**src/inc/acs_pkg.sv**
```systemverilog
// constants and types shared by the conversion sequencer
package acs_pkg;
    // bus map
    localparam int unsigned ACS_NUM_UNITS = 3;
    localparam logic [31:0] ACS_BASE_ADDR = 32'h4000_b000;
    localparam logic [31:0] ACS_UNIT_STRIDE = 32'h0000_0100;
    // register offsets inside one unit
    localparam logic [7:0] ACS_OFF_CONV_MODE = 8'h00;
    localparam logic [7:0] ACS_OFF_CHANNEL_SELECT = 8'h04;
    localparam logic [7:0] ACS_OFF_CONV_CONTROL_ONE = 8'h08;
    localparam logic [7:0] ACS_OFF_TRIGGER_CHAN_ZERO = 8'h0c;
    localparam logic [7:0] ACS_OFF_TRIGGER_CHAN_ONE = 8'h10;
    localparam logic [7:0] ACS_OFF_TRIGGER_CHAN_TWO = 8'h14;
    localparam logic [7:0] ACS_OFF_BURST_CHAN_SELECT = 8'h18;
    localparam logic [7:0] ACS_OFF_CONV_START = 8'h20;
    localparam logic [7:0] ACS_OFF_CONV_STATUS = 8'h24;
    localparam logic [7:0] ACS_OFF_IRQ_ENABLE = 8'h28;
    localparam logic [7:0] ACS_OFF_DMA_RESULT = 8'h2c;
    localparam logic [7:0] ACS_OFF_CHAN_COMPARE = 8'h70;
    // reset values
    localparam logic [31:0] ACS_RST_ZERO = 32'h0000_0000;
    localparam logic [31:0] ACS_RST_CONV_CONTROL_ONE = 32'h0000_0080;
    // conv_mode fields
    localparam int unsigned ACS_TRIG_SRC_LSB = 0;
    localparam int unsigned ACS_HW_TRIG_EN_BIT = 3;
    localparam int unsigned ACS_MODE_LSB = 4;
    localparam int unsigned ACS_UNIT_EN_BIT = 7;
    localparam int unsigned ACS_BURST_LEN_LSB = 8;
    localparam int unsigned ACS_GAP_EN_BIT = 12;
    localparam int unsigned ACS_TAG_POS_BIT = 16;
    localparam int unsigned ACS_DMA_EN_BIT = 17;
    localparam int unsigned ACS_GAP_COUNT_LSB = 24;
    // conversion modes and trigger sources
    localparam logic [1:0] ACS_MODE_SINGLE = 2'h0;
    localparam logic [1:0] ACS_MODE_CONT = 2'h1;
    localparam logic [1:0] ACS_MODE_BURST = 2'h3;
    localparam logic [2:0] ACS_NUM_TRIG_SRC = 3'h6;
    // conv_control_one clock divider field
    localparam int unsigned ACS_CLK_DIV_LSB = 8;
    // conv_start, conv_status and dma word fields
    localparam int unsigned ACS_START_BIT = 0;
    localparam int unsigned ACS_STOP_BIT = 4;
    localparam int unsigned ACS_ST_EOC_BIT = 0;
    localparam int unsigned ACS_ST_DMA_BIT = 1;
    localparam int unsigned ACS_RES_LSB = 4;
    localparam int unsigned ACS_TAG_HI_LSB = 16;
    localparam int unsigned ACS_TAG_LO_LSB = 0;

    typedef enum logic [1:0] {ACS_IDLE, ACS_CONV, ACS_GAP, ACS_DMA} acs_state_e;
endpackage
```
**src/hw/acs_top.sv**
```systemverilog
// three-unit conversion sequencer with its bus slave
// Functional notes
// - three identical independent units, own registers
// - unit banks at separate bases, 0x100 apart
// - sixteen selectable channel codes per unit
// - mode register is a full 32-bit word
// - mode bits 5:4 single, continuous or burst
// - enable bit 7 gates the converter, resets 0
// - burst length 0..7 gives 1..8 conversions
// - burst channels come from eight burst slots
// - bursts start at slot one, ascending order
// - gap enable bit 12 inserts wait before each later burst start
// - wait equals gap count times converter period
// - bit 3 gates hardware trigger sources
// - continuous mode ignores hardware triggers
// - source field selects pin, timers, pulse generators
// - dma enable bit 17 gates dma result updates
// - dma request per conversion/burst, irq on done
// - bit 16 chooses channel tag position
//
// Chosen here: register access over AHB-Lite.
`timescale 1ns/100ps

module acs_unit (
    // clock and reset
    input wire logic clk,
    input wire logic rst_b,
    input wire logic ce,
    // register access
    input wire logic wrEn,
    input wire logic rdEn,
    input wire logic [7:0] regOff,
    input wire logic [31:0] wrData,
    output logic [31:0] rdData,
    // trigger sources
    input wire logic [5:0] trigVec,
    // converter core
    output logic convStart,
    output logic [3:0] convChannel,
    input wire logic convDone,
    input wire logic [11:0] convResult,
    // dma and interrupt
    output logic dmaReq,
    input wire logic dmaDone,
    output logic irq
);
    typedef struct packed {
        logic [31:0] mode;
        logic [3:0] chanSel;
        logic [31:0] ctlOne;
        logic [2:0][31:0] trgChan;
        logic [31:0] burstSel;
        logic [31:0] compare;
        logic [31:0] dmaWord;
        logic [1:0] status;
        logic [1:0] mask;
        logic running;
        acs_pkg::acs_state_e state;
        logic [2:0] slot;
        logic [15:0] waitCnt;
        logic convStart;
        logic [3:0] convChan;
        logic dmaReq;
        logic irq;
    } acs_unit_s;

    acs_unit_s unit_reg;
    acs_unit_s unit_next;

    logic unitOn;
    logic [1:0] modeSel;
    logic isBurst;
    logic [2:0] burstLen;
    logic gapOn;
    logic dmaOn;
    logic tagLow;
    logic [7:0] gapCount;
    logic [2:0] trigSrc;
    logic [7:0] trigPad;
    logic hwTrig;
    logic swStart;
    logic swStop;
    logic [2:0] nextSlot;
    logic [7:0] divPlus;
    logic [15:0] gapCycles;

    assign unitOn = unit_reg.mode[acs_pkg::ACS_UNIT_EN_BIT];
    assign modeSel = unit_reg.mode[acs_pkg::ACS_MODE_LSB +: 2];
    assign isBurst = (modeSel == acs_pkg::ACS_MODE_BURST);
    assign burstLen = unit_reg.mode[acs_pkg::ACS_BURST_LEN_LSB +: 3];
    assign gapOn = unit_reg.mode[acs_pkg::ACS_GAP_EN_BIT];
    assign dmaOn = unit_reg.mode[acs_pkg::ACS_DMA_EN_BIT];
    assign tagLow = unit_reg.mode[acs_pkg::ACS_TAG_POS_BIT];
    assign gapCount = unit_reg.mode[acs_pkg::ACS_GAP_COUNT_LSB +: 8];
    assign trigSrc = unit_reg.mode[acs_pkg::ACS_TRIG_SRC_LSB +: 3];
    assign trigPad = {2'h0, trigVec};
    assign hwTrig = unit_reg.mode[acs_pkg::ACS_HW_TRIG_EN_BIT]
        && (modeSel != acs_pkg::ACS_MODE_CONT)
        && (trigSrc < acs_pkg::ACS_NUM_TRIG_SRC) && trigPad[trigSrc];
    assign swStart = wrEn && (regOff == acs_pkg::ACS_OFF_CONV_START)
        && wrData[acs_pkg::ACS_START_BIT];
    assign swStop = wrEn && (regOff == acs_pkg::ACS_OFF_CONV_START)
        && wrData[acs_pkg::ACS_STOP_BIT];
    assign nextSlot = unit_reg.slot + 3'h1;
    // converter period is divider plus one system clocks
    assign divPlus = {1'b0, unit_reg.ctlOne[acs_pkg::ACS_CLK_DIV_LSB +: 7]} + 8'h01;
    assign gapCycles = {8'h00, gapCount} * {8'h00, divPlus};

    // register read mux
    always_comb
    begin
        rdData = 32'h0000_0000;
        case (regOff)
            acs_pkg::ACS_OFF_CONV_MODE: rdData = unit_reg.mode;
            acs_pkg::ACS_OFF_CHANNEL_SELECT: rdData = {28'h0000000, unit_reg.chanSel};
            acs_pkg::ACS_OFF_CONV_CONTROL_ONE: rdData = unit_reg.ctlOne;
            acs_pkg::ACS_OFF_TRIGGER_CHAN_ZERO: rdData = unit_reg.trgChan[0];
            acs_pkg::ACS_OFF_TRIGGER_CHAN_ONE: rdData = unit_reg.trgChan[1];
            acs_pkg::ACS_OFF_TRIGGER_CHAN_TWO: rdData = unit_reg.trgChan[2];
            acs_pkg::ACS_OFF_BURST_CHAN_SELECT: rdData = unit_reg.burstSel;
            acs_pkg::ACS_OFF_CONV_START:
                rdData = {31'h00000000, unit_reg.state != acs_pkg::ACS_IDLE};
            acs_pkg::ACS_OFF_CONV_STATUS: rdData = {30'h00000000, unit_reg.status};
            acs_pkg::ACS_OFF_IRQ_ENABLE: rdData = {30'h00000000, unit_reg.mask};
            acs_pkg::ACS_OFF_DMA_RESULT: rdData = unit_reg.dmaWord;
            acs_pkg::ACS_OFF_CHAN_COMPARE: rdData = unit_reg.compare;
            default: rdData = 32'h0000_0000;
        endcase
    end

    always_comb
    begin
        logic finish;
        logic [31:0] word;
        finish = 1'b0;
        word = 32'h0000_0000;
        unit_next = unit_reg;
        unit_next.convStart = 1'b0;
        // status clear on read; later sets override it
        if (rdEn && (regOff == acs_pkg::ACS_OFF_CONV_STATUS))
        begin
            unit_next.status = 2'h0;
        end
        if (wrEn)
        begin
            case (regOff)
                acs_pkg::ACS_OFF_CONV_MODE: unit_next.mode = wrData;
                acs_pkg::ACS_OFF_CHANNEL_SELECT: unit_next.chanSel = wrData[3:0];
                acs_pkg::ACS_OFF_CONV_CONTROL_ONE: unit_next.ctlOne = wrData;
                acs_pkg::ACS_OFF_TRIGGER_CHAN_ZERO: unit_next.trgChan[0] = wrData;
                acs_pkg::ACS_OFF_TRIGGER_CHAN_ONE: unit_next.trgChan[1] = wrData;
                acs_pkg::ACS_OFF_TRIGGER_CHAN_TWO: unit_next.trgChan[2] = wrData;
                acs_pkg::ACS_OFF_BURST_CHAN_SELECT: unit_next.burstSel = wrData;
                acs_pkg::ACS_OFF_IRQ_ENABLE: unit_next.mask = wrData[1:0];
                acs_pkg::ACS_OFF_CHAN_COMPARE: unit_next.compare = wrData;
                default: unit_next.compare = unit_reg.compare;
            endcase
        end
        if (swStop)
        begin
            unit_next.running = 1'b0;
        end
        word[acs_pkg::ACS_RES_LSB +: 12] = convResult;
        if (tagLow)
        begin
            word[acs_pkg::ACS_TAG_LO_LSB +: 4] = unit_reg.convChan;
        end
        else
        begin
            word[acs_pkg::ACS_TAG_HI_LSB +: 4] = unit_reg.convChan;
        end
        case (unit_reg.state)
            acs_pkg::ACS_IDLE:
            begin
                // reserved mode code runs as single
                if (unitOn && (swStart || hwTrig))
                begin
                    unit_next.slot = 3'h0;
                    // every burst opens at slot one
                    unit_next.convChan = isBurst ? unit_reg.burstSel[3:0] : unit_reg.chanSel;
                    unit_next.convStart = 1'b1;
                    unit_next.running = (modeSel == acs_pkg::ACS_MODE_CONT) && !swStop;
                    unit_next.state = acs_pkg::ACS_CONV;
                end
            end
            acs_pkg::ACS_CONV:
            begin
                if (convDone)
                begin
                    // result word only with dma on
                    if (dmaOn)
                    begin
                        unit_next.dmaWord = word;
                    end
                    // burst stops after length plus one
                    if (isBurst && (unit_reg.slot < burstLen))
                    begin
                        unit_next.slot = nextSlot;
                        // channel from the next burst slot
                        unit_next.convChan = unit_reg.burstSel[4 * nextSlot +: 4];
                        // optional gap before the next start
                        if (gapOn)
                        begin
                            unit_next.waitCnt = gapCycles;
                            unit_next.state = acs_pkg::ACS_GAP;
                        end
                        else
                        begin
                            unit_next.convStart = 1'b1;
                        end
                    end
                    // request once per conversion or burst
                    else if (dmaOn)
                    begin
                        unit_next.dmaReq = 1'b1;
                        unit_next.state = acs_pkg::ACS_DMA;
                    end
                    else
                    begin
                        unit_next.status[acs_pkg::ACS_ST_EOC_BIT] = 1'b1;
                        finish = 1'b1;
                    end
                end
            end
            acs_pkg::ACS_GAP:
            begin
                if (unit_reg.waitCnt == 16'h0000)
                begin
                    unit_next.convStart = 1'b1;
                    unit_next.state = acs_pkg::ACS_CONV;
                end
                else
                begin
                    unit_next.waitCnt = unit_reg.waitCnt - 16'h0001;
                end
            end
            acs_pkg::ACS_DMA:
            begin
                // interrupt event only on dma done
                if (dmaDone)
                begin
                    unit_next.dmaReq = 1'b0;
                    unit_next.status[acs_pkg::ACS_ST_DMA_BIT] = 1'b1;
                    finish = 1'b1;
                end
            end
            default: unit_next.state = acs_pkg::ACS_IDLE;
        endcase
        // continuous mode restarts until stopped
        if (finish)
        begin
            if (unit_next.running)
            begin
                unit_next.convChan = unit_reg.chanSel;
                unit_next.convStart = 1'b1;
                unit_next.state = acs_pkg::ACS_CONV;
            end
            else
            begin
                unit_next.state = acs_pkg::ACS_IDLE;
            end
        end
        // disabled unit drops everything in flight
        if (!unit_next.mode[acs_pkg::ACS_UNIT_EN_BIT])
        begin
            unit_next.state = acs_pkg::ACS_IDLE;
            unit_next.running = 1'b0;
            unit_next.dmaReq = 1'b0;
            unit_next.convStart = 1'b0;
        end
        unit_next.irq = |(unit_next.status & unit_next.mask);
    end

    always_ff @(posedge clk or negedge rst_b)
    begin
        if (!rst_b)
        begin
            unit_reg <= '0;
            unit_reg.ctlOne <= acs_pkg::ACS_RST_CONV_CONTROL_ONE;
        end
        else if (ce)
        begin
            unit_reg <= unit_next;
        end
    end

    assign convStart = unit_reg.convStart;
    assign convChannel = unit_reg.convChan;
    assign dmaReq = unit_reg.dmaReq;
    assign irq = unit_reg.irq;
endmodule

module acs_top (
    // clock and reset
    input wire logic clk,
    input wire logic rst_b,
    input wire logic ce,
    // ahb-lite slave
    input wire logic hsel,
    input wire logic [31:0] haddr,
    input wire logic [1:0] htrans,
    input wire logic hwrite,
    input wire logic [2:0] hsize,
    input wire logic [31:0] hwdata,
    input wire logic hready,
    output logic hreadyout,
    output logic hresp,
    output logic [31:0] hrdata,
    // trigger sources, shared by all units
    input wire logic extTrig,
    input wire logic [2:0] timerTrig,
    input wire logic [1:0] pulseGenTrig,
    // converter cores
    output logic [2:0] convStart,
    output logic [2:0][3:0] convChannel,
    input wire logic [2:0] convDone,
    input wire logic [2:0][11:0] convResult,
    // dma and interrupts
    output logic [2:0] dmaReq,
    input wire logic [2:0] dmaDone,
    output logic [2:0] irq
);
    typedef struct packed {
        logic wrPend;
        logic rdPend;
        logic hit;
        logic [1:0] unit;
        logic [7:0] off;
        logic readyOut;
        logic [31:0] rdata;
    } acs_bus_s;

    acs_bus_s bus_reg;
    acs_bus_s bus_next;
    logic [2:0][31:0] unitRd;
    logic [2:0] unitWr;
    logic [2:0] unitRdEn;
    logic [5:0] trigVec;

    // source order: pin, timers, pulse generators
    assign trigVec = {pulseGenTrig, timerTrig, extTrig};

    // hsize ignored: only whole words are supported
    always_comb
    begin
        logic take;
        logic [31:0] unitBase;
        take = hsel && hready && htrans[1];
        unitBase = acs_pkg::ACS_BASE_ADDR;
        bus_next = bus_reg;
        bus_next.wrPend = 1'b0;
        if (bus_reg.rdPend)
        begin
            bus_next.rdPend = 1'b0;
            bus_next.readyOut = 1'b1;
            bus_next.rdata = bus_reg.hit ? unitRd[bus_reg.unit] : 32'h0000_0000;
        end
        if (take)
        begin
            bus_next.wrPend = hwrite;
            bus_next.rdPend = !hwrite;
            // reads add one wait so a preceding write is visible
            bus_next.readyOut = hwrite;
            bus_next.off = haddr[7:0];
            bus_next.hit = 1'b0;
            bus_next.unit = 2'h0;
            // one bank per unit, stride apart
            for (int i = 0; i < acs_pkg::ACS_NUM_UNITS; i++)
            begin
                if (haddr[31:8] == unitBase[31:8])
                begin
                    bus_next.hit = 1'b1;
                    bus_next.unit = 2'(i);
                end
                unitBase = unitBase + acs_pkg::ACS_UNIT_STRIDE;
            end
        end
    end

    always_ff @(posedge clk or negedge rst_b)
    begin
        if (!rst_b)
        begin
            bus_reg <= '0;
            bus_reg.readyOut <= 1'b1;
        end
        else if (ce)
        begin
            bus_reg <= bus_next;
        end
    end

    assign hreadyout = bus_reg.readyOut;
    assign hresp = 1'b0;
    assign hrdata = bus_reg.rdata;

    for (genvar u = 0; u < acs_pkg::ACS_NUM_UNITS; u++)
    begin : g_unit
        assign unitWr[u] = bus_reg.wrPend && bus_reg.hit && (bus_reg.unit == 2'(u));
        assign unitRdEn[u] = bus_reg.rdPend && bus_reg.hit && (bus_reg.unit == 2'(u));
        acs_unit u_unit (
            .clk(clk),
            .rst_b(rst_b),
            .ce(ce),
            .wrEn(unitWr[u]),
            .rdEn(unitRdEn[u]),
            .regOff(bus_reg.off),
            .wrData(hwdata),
            .rdData(unitRd[u]),
            .trigVec(trigVec),
            .convStart(convStart[u]),
            .convChannel(convChannel[u]),
            .convDone(convDone[u]),
            .convResult(convResult[u]),
            .dmaReq(dmaReq[u]),
            .dmaDone(dmaDone[u]),
            .irq(irq[u])
        );
    end
endmodule

```
**config.mk**
```make
export PLATFORM = sky130hd
export DESIGN_NAME = acs_top
export DESIGN_NICKNAME = d
export VERILOG_FILES = /design/src/inc/acs_pkg.sv /design/src/hw/acs_top.sv
export SDC_FILE = /design/constraint.sdc
export NUM_CORES = 2
export LEC_CHECK = 0
export ABC_AREA = 0
export CORE_MARGIN = 10
export CORE_UTILIZATION = 55
export CTS_CLUSTER_DIAMETER = 50
export DETAILED_ROUTE_END_ITERATION = 12
export DONT_BUFFER_PORTS = 1
export PLACE_DENSITY = 0.7
export SLEW_MARGIN = 40
export SYNTH_ARGS = -nofsm -noshare
export SYNTH_HDL_FRONTEND = slang
export SYNTH_HIERARCHICAL = 1
export SYNTH_SLANG_ARGS = --single-unit
```
**constraint.sdc**
```tcl
create_clock -name clk -period 6.4 [get_ports clk]
set_input_delay 1.28 -clock clk [delete_from_list [all_inputs] [get_ports clk]]
set_output_delay 1.28 -clock clk [all_outputs]
set_load 0.02 [all_outputs]
```
Word level (Yosys, flattened, before mapping)
Cells that the tools add are included.
{ "word_totals": {"reg_bits": 889, "latchBits": 0, "ram_bits": 0, "romBits": 0, "inputBits": 123, "output_inout_bits": 55, "word_cells": 472, "mem_count": 0} }
{ "classes": {"addsub": 9, "multipliers": 3, "div": 0, "magnitude_cmp": 10, "eq_ne": 82, "shift": 3, "muxes": 185, "bitwise": 3, "n_reduce_logical": 110} }
{ "ops": {"columns": ["operator", "n"], "rows": [
  ["case mux 32 bit (12 select lines)", 3],
  ["two-way mux 32 bit", 20],
  ["two-way mux 204 bit", 3],
  ["two-way mux 16 bit", 6],
  ["case mux 16 bit (2 select lines)", 3],
  ["variable part select 32 x 6 -> 4 bit", 3],
  ["two-way mux 27 bit", 3],
  ["== test 24 x 23 -> 1 bit (second input constant)", 3],
  ["two-way mux 24 bit", 3],
  ["AND reduction 3 bit", 24],
  ["binary-select mux 32 bit (select 2 bit)", 1],
  ["two-way mux 1 bit", 63],
  ["zero test 16 bit", 3],
  ["multiplier 8 x 8 -> 16 bit", 3],
  ["two-way mux 2 bit", 24],
  ["two-way mux 4 bit", 12],
  ["subtractor 16 x 1 -> 16 bit (second input constant)", 3],
  ["two-way mux 5 bit", 9],
  ["logical AND 1 bit", 40],
  ["!= test 3 bit (second input constant)", 12],
  ["!= test 4 bit (second input constant)", 9],
  ["AND reduction 6 bit", 6],
  ["two-way mux 33 bit", 1],
  ["== test 8 x 6 -> 1 bit (second input constant)", 4],
  ["other kinds (38)", 144]
]} }

Depth between registers and ports, before layout
{ "logic_depth": {"depth_word": 11, "ltp_mapped": 21, "depth_no_buf": 21} }

Hierarchy
The synthesis kept the hierarchy.
{ "by_module_without_submodules": {"columns": ["module", "instances", "cells_per_inst", "area_each_um2", "seq_area_each_um2"], "rows": [
  ["acs_unit (g_unit[0].u_unit)", 1, 1318, 15402.3, 7033.0],
  ["acs_unit (g_unit[1].u_unit)", 1, 1321, 15392.3, 7033.0],
  ["acs_unit (g_unit[2].u_unit)", 1, 1313, 15298.4, 7033.0],
  ["acs_top", 1, 242, 2713.9, 1152.4]
]} }

Worst setup path after synthesis
OpenSTA, ideal clock, no wires.
{ "synth_path": {"path_type": "register to register", "startpoint": "register g_unit[0].u_unit/unit_reg[234] (netlist name)", "endpoint": "register g_unit[0].u_unit/unit_reg[22] (netlist name)", "setup_ns": 0.131, "arrival_time_ns": 4.880, "t_required_ns": 6.269, "path_slack_ns": 1.390, "path_stages_with_launch": 21, "synth_period_minus_slack_ns": 5.010, "path_cell_list": "dfrtp_1 -> ha_1 -> nand2_1 -> nor2_1 -> xor2_1 -> nand2_1 -> fa_1 -> fa_1 -> inv_1 -> fa_1 -> inv_1 -> fa_1 -> inv_1 -> ha_1 -> o21ai_0 -> o21ai_0 -> a31o_2 -> a41o_1 -> o41ai_1 -> xnor2_1 -> o21ai_0"} }
{ "synth_via": {"elab_chain_len": 6} }
{ "synth_lines": {"columns": ["item", "line_no", "source"], "rows": [
  ["from (decl)", "acs_top.sv:67", "acs_unit_s unit_reg;"],
  ["from (signal assigned)", "acs_top.sv:283", "unit_reg <= unit_next;"],
  ["adder 7 x 1 -> 8 bit", "acs_top.sv:106", "assign divPlus = {1'b0, unit_reg.ctlOne[acs_pkg::ACS_CLK_DIV_LSB +: 7]} + 8'h01;"],
  ["multiplier 8 x 8 -> 16 bit", "acs_top.sv:107", "assign gapCycles = {8'h00, gapCount} * {8'h00, divPlus};"],
  ["two-way mux 16 bit", "acs_top.sv:202", "if (gapOn)"],
  ["two-way mux 24 bit", "acs_top.sv:196", "if (isBurst && (unit_reg.slot < burstLen))"],
  ["two-way mux 27 bit", "acs_top.sv:188", "if (convDone)"],
  ["case mux 16 bit (2 select lines)", "acs_top.sv:172", "case (unit_reg.state)"]
]} }
Every way passes these cells. The select of a mux whose other input is x is not followed.
A chain may end at the register's enable or synchronous reset.

Worst setup path in the final report
{ "layout_path": {"startpoint": "register g_unit[1].u_unit/unit_reg[233] (netlist name)", "endpoint": "register g_unit[1].u_unit/unit_reg[21] (netlist name)"} }
{ "layout_via": {"elab_chain_len": 6} }
{ "layout_lines": {"columns": ["item", "line_no"], "rows": [
  ["from (decl)", "acs_top.sv:67"],
  ["from (signal assigned)", "acs_top.sv:283"],
  ["adder 7 x 1 -> 8 bit", "acs_top.sv:106"],
  ["multiplier 8 x 8 -> 16 bit", "acs_top.sv:107"],
  ["two-way mux 16 bit", "acs_top.sv:202"],
  ["two-way mux 24 bit", "acs_top.sv:196"],
  ["two-way mux 27 bit", "acs_top.sv:188"],
  ["case mux 16 bit (2 select lines)", "acs_top.sv:172"]
]} }
Every way passes these cells. The select of a mux whose other input is x is not followed.

==> impl_metrics.csv <==
group,metric,value,unit
finish,final_cells,5348,
grt,grt_pass1_wl,225000,um
sta,skew,0.0683,ns
detailed_routing,vias,35510,
finish,drive_gt1_share,25.9,%
synthesis,synthArstFlopShare,100,%
floorplan,die-area,0.101,mm2
floorplan,io_pins,178,
grt,antenna_found_initial,8,
critical_path,path_common_cell,"fa_1",
floorplan,start_util,55.3,%
sta,worst_slack,0.819,ns
critical_path,path_cells,"ha_1, nand2_1, or2_2, xnor2_1, buf_4, nand2_1, fa_1, fa_1, inv_1, fa_1, inv_1, fa_1, inv_1, ha_1, nand3_1, o211ai_1, o41ai_1, o21ai_0, xor2_1, nand2_1, o311ai_0",
synthesis,ys_ff_latch,889,
synthesis,synth_ff_type,"dfrtp_1",
sta,fmax,0.179,GHz
pwr,p_seq_share,46.3,%
detailed_routing,vias_per_cell,6.64,
critical_path,arrival,6.13,ns
sta,slew_viol_final,0,
detailed_routing,drc,0,
synthesis,syn_area,0.0488,mm2
run_status,outcome,"finished clean",
detailed_routing,ant_nets,0,
critical_path,cp_max_fo,12,
finish,final_nets,4457,
sta,rsz0062_at_grt,"false",
cts,clkSinkCount,889,
cts,cts_resized,0,
cts,cts_max_path_buffers,3,
sta,period_needed,5.58,ns
placed_design,portBuffers,0,
sta,finalSetupViolCount,0,
finish,largest_reg_flops,762,
placed_design,hpwl,101000,um
job,maxCapViolCount,0,
detailed_routing,routed_wl,151000,um
synthesis,avgSynthCellArea,11.6,um2
placed_design,detailed_place.area,0.0497,mm2
critical_path,cp-start-kind,"register",
detailed_routing,drtIter0Drc,4065,
critical_path,max_stage_delay,0.59,ns
placed_design,gp_congestion,0.886,
critical_path,slowest_stage,"dfrtp_1",
floorplan,rows,109,
critical_path,worstSetupEndpointType,"register",
floorplan,core,0.0882,mm2
worst_hold_path,hp-class,"primary input to async pin",
sta,hold_viol_final,0,
cts,numCtsBuffers,104,
floorplan,die_y,318,um
synthesis,synth_edf_count,0,
grt,grt_use_total,28.8,%
pwr,pwr-share-comb,3.4,%
synthesis,synth_nets,4566,
synthesis,synth_cell_types,105,
critical_path,cp_num_buf_inv,4,
placed_design,dp.cells,5144,
pwr,internal-power,9.50,mW
pwr,power_switching,2.96,mW
synthesis,synth_cells,4194,
sta,relSlewSlack,42.6,%
pwr,swShare,23.7,%
critical_path,cp.required,6.95,ns
sta,fin_tns_setup,0,ns
pwr,clkPwrFrac,50.4,%
cts,insertion_delay,0.70,ns
grt,gr-total-overflow,0,
finish,area_growth,9.52,%
sta,finalCritPeriodShare,87.2,%
floorplan,die_x,318,um
synthesis,ys_seq_area_share,45.6,%
grt,grt_pass1_vias,34829,
cts,cts_tree,"done",
placed_design,dp_slack,0.770,ns
detailed_routing,routedWlPerCell,28.2,um
cts,path_clk_slew,0.06,ns
sta,tightest_slew,0.860,ns
cts,htreeDepth,3,
grt,grt_max_degree,135,
critical_path,path_class,"register to register",
pwr,powerDensity,233,mW/mm2
cts,cts-root-buf,"clkbuf_16",
finish,finalInstanceArea,0.0535,mm2
cts,ctsHoldBuffers,0,
synthesis,yosysWarnings,6,
pwr,p_leak,25.7,nW
pwr,ir_drop,0.000357,V
critical_path,crit_family,"adder cells",
detailed_routing,dr.pass1.iters,6,
cts,postCtsSetupBuffers,0,
## synthesized netlist by cell type, drive strengths merged (60+ instances only)
master	n	area, um2
dfrtp	885	22100
mux2	736	8290
nand2	243	915
inv	230	863
a22oi	168	1270
clkbuf	153	574
o21ai	147	743
ha	141	1760
buf	129	716
nor2	123	474
nand3	121	606
fa	108	2160
and2	97	607
a21oi	84	428
a22o	84	744
a222oi	78	781
nor2b	70	438
mux2i	60	601
## layout by cell type (no fill, tap or decap), types with 20 or more instances in the layout
cell and n:
dfrtp_1 884, mux2_2 728, nand2_1 240, inv_1 230, a22oi_1 167, o21ai_0 142
ha_1 140, nand3_1 119, fa_1 108, clkbuf_16 106, nor2_1 101, and2_1 94
a22o_1 83, a21oi_1 82, a222oi_1 78, nor2b_1 69, mux2i_1 60, buf_4 60
a221oi_1 46, o2bb2ai_1 37, nor3_1 35, nand4_1 35, xor2_1 31, nand2b_1 30
mux4_2 25, a31oi_1 22, clkbuf_8 21, and3_1 21, xnor2_1 20
## power groups by stage
stage | sequential [mW] | clock, mW | combinational [mW]
final | 5.77 | 6.28 | 0.418
after floorplan | 5.82 | 0 | 0.226
after global routing | 5.76 | 6.57 | 0.460
after global placement | 5.86 | 0 | 0.290
after detailed placement | 5.86 | 0 | 0.416
after CTS | 5.76 | 6.32 | 0.417
## layer usage
layer / vias up / part of all wire [%] / GRT usage [%]
li1: 15152 / - / -
met1: 18543 / 41 / 38.2
met2: 1508 / 46 / 45.1
met3: 301 / 8.7 / 6.32
met4: 6 / 4.8 / 12.5
met5: - / 0.023 / 0
## final timing paths
| kind | start | to | slack [ns] | cells after the start |
|---|---|---|---|---|
| max | g_unit[1].u_unit/unit_reg[233]$_DFFE_PN0P_ | g_unit[1].u_unit/unit_reg[21]$_DFFE_PN0P_ | 0.82 | 21 |
| min | rst_b | g_unit[0].u_unit/unit_reg[38]$_DFFE_PN0P_ | 0.30 | 0 |
| max reg2reg | g_unit[1].u_unit/unit_reg[233]$_DFFE_PN0P_ | g_unit[1].u_unit/unit_reg[21]$_DFFE_PN0P_ | 0.82 | 21 |
| min reg2reg | g_unit[2].u_unit/unit_reg[50]$_DFFE_PN0P_ | g_unit[2].u_unit/unit_reg[50]$_DFFE_PN0P_ | 0.49 | 2 |
| max in group asynchronous | rst_b | g_unit[2].u_unit/unit_reg[48]$_DFFE_PN0P_ | 4.18 | 3 |
| min in group clk | g_unit[2].u_unit/unit_reg[50]$_DFFE_PN0P_ | g_unit[2].u_unit/unit_reg[50]$_DFFE_PN0P_ | 0.49 | 2 |
## layout make-up
cell class | instances | area [um2]
fillers | 7040 | 34800
inverters | 230 | 863
repair buffers | 67 | 643
clock inverters | 59 | 736
well taps | 1165 | 1460
diodes | 8 | 20.0
clock buffers | 137 | 2980
multi-input cells | 2793 | 24500
flip-flops and latches | 889 | 22300
## logic make-up after synthesis
group	after synthesis	share of synthesized area, %
other cells	1	0.00768
fa+ha+maj	249	8.04
compound gates	818	12.5
mux	821	19.4
buf+inv	512	4.41
flops	889	45.6
simple gates	853	9.14
xor+xnor	51	0.915
## worst register-to-register path, cell delays in order, from the launching register on
cell and delay, ns:
dfrtp_1 0.59, ha_1 0.28, nand2_1 0.06, or2_2 0.29
xnor2_1 0.16, buf_4 0.17, nand2_1 0.08, fa_1 0.51
fa_1 0.49, inv_1 0.05, fa_1 0.49, inv_1 0.05
fa_1 0.47, inv_1 0.04, ha_1 0.35, nand3_1 0.12
o211ai_1 0.13, o41ai_1 0.50, o21ai_0 0.21, xor2_1 0.19
nand2_1 0.08, o311ai_0 0.12
## metrics by stage
step / util (%) / power [mW] / hold WS [ns]
2_1_floorplan: - / 6.04 / 0.449
3_3_place_gp: 56.1 / 6.15 / 0.464
3_5_place_dp: 56.3 / 6.28 / 0.473
4_1_cts: 60.5 / 12.5 / 0.273
5_1_grt: 60.6 / 12.8 / 0.280
6_report: 60.6 / 12.5 / 0.303
Power figures use the tool's default switching activity.
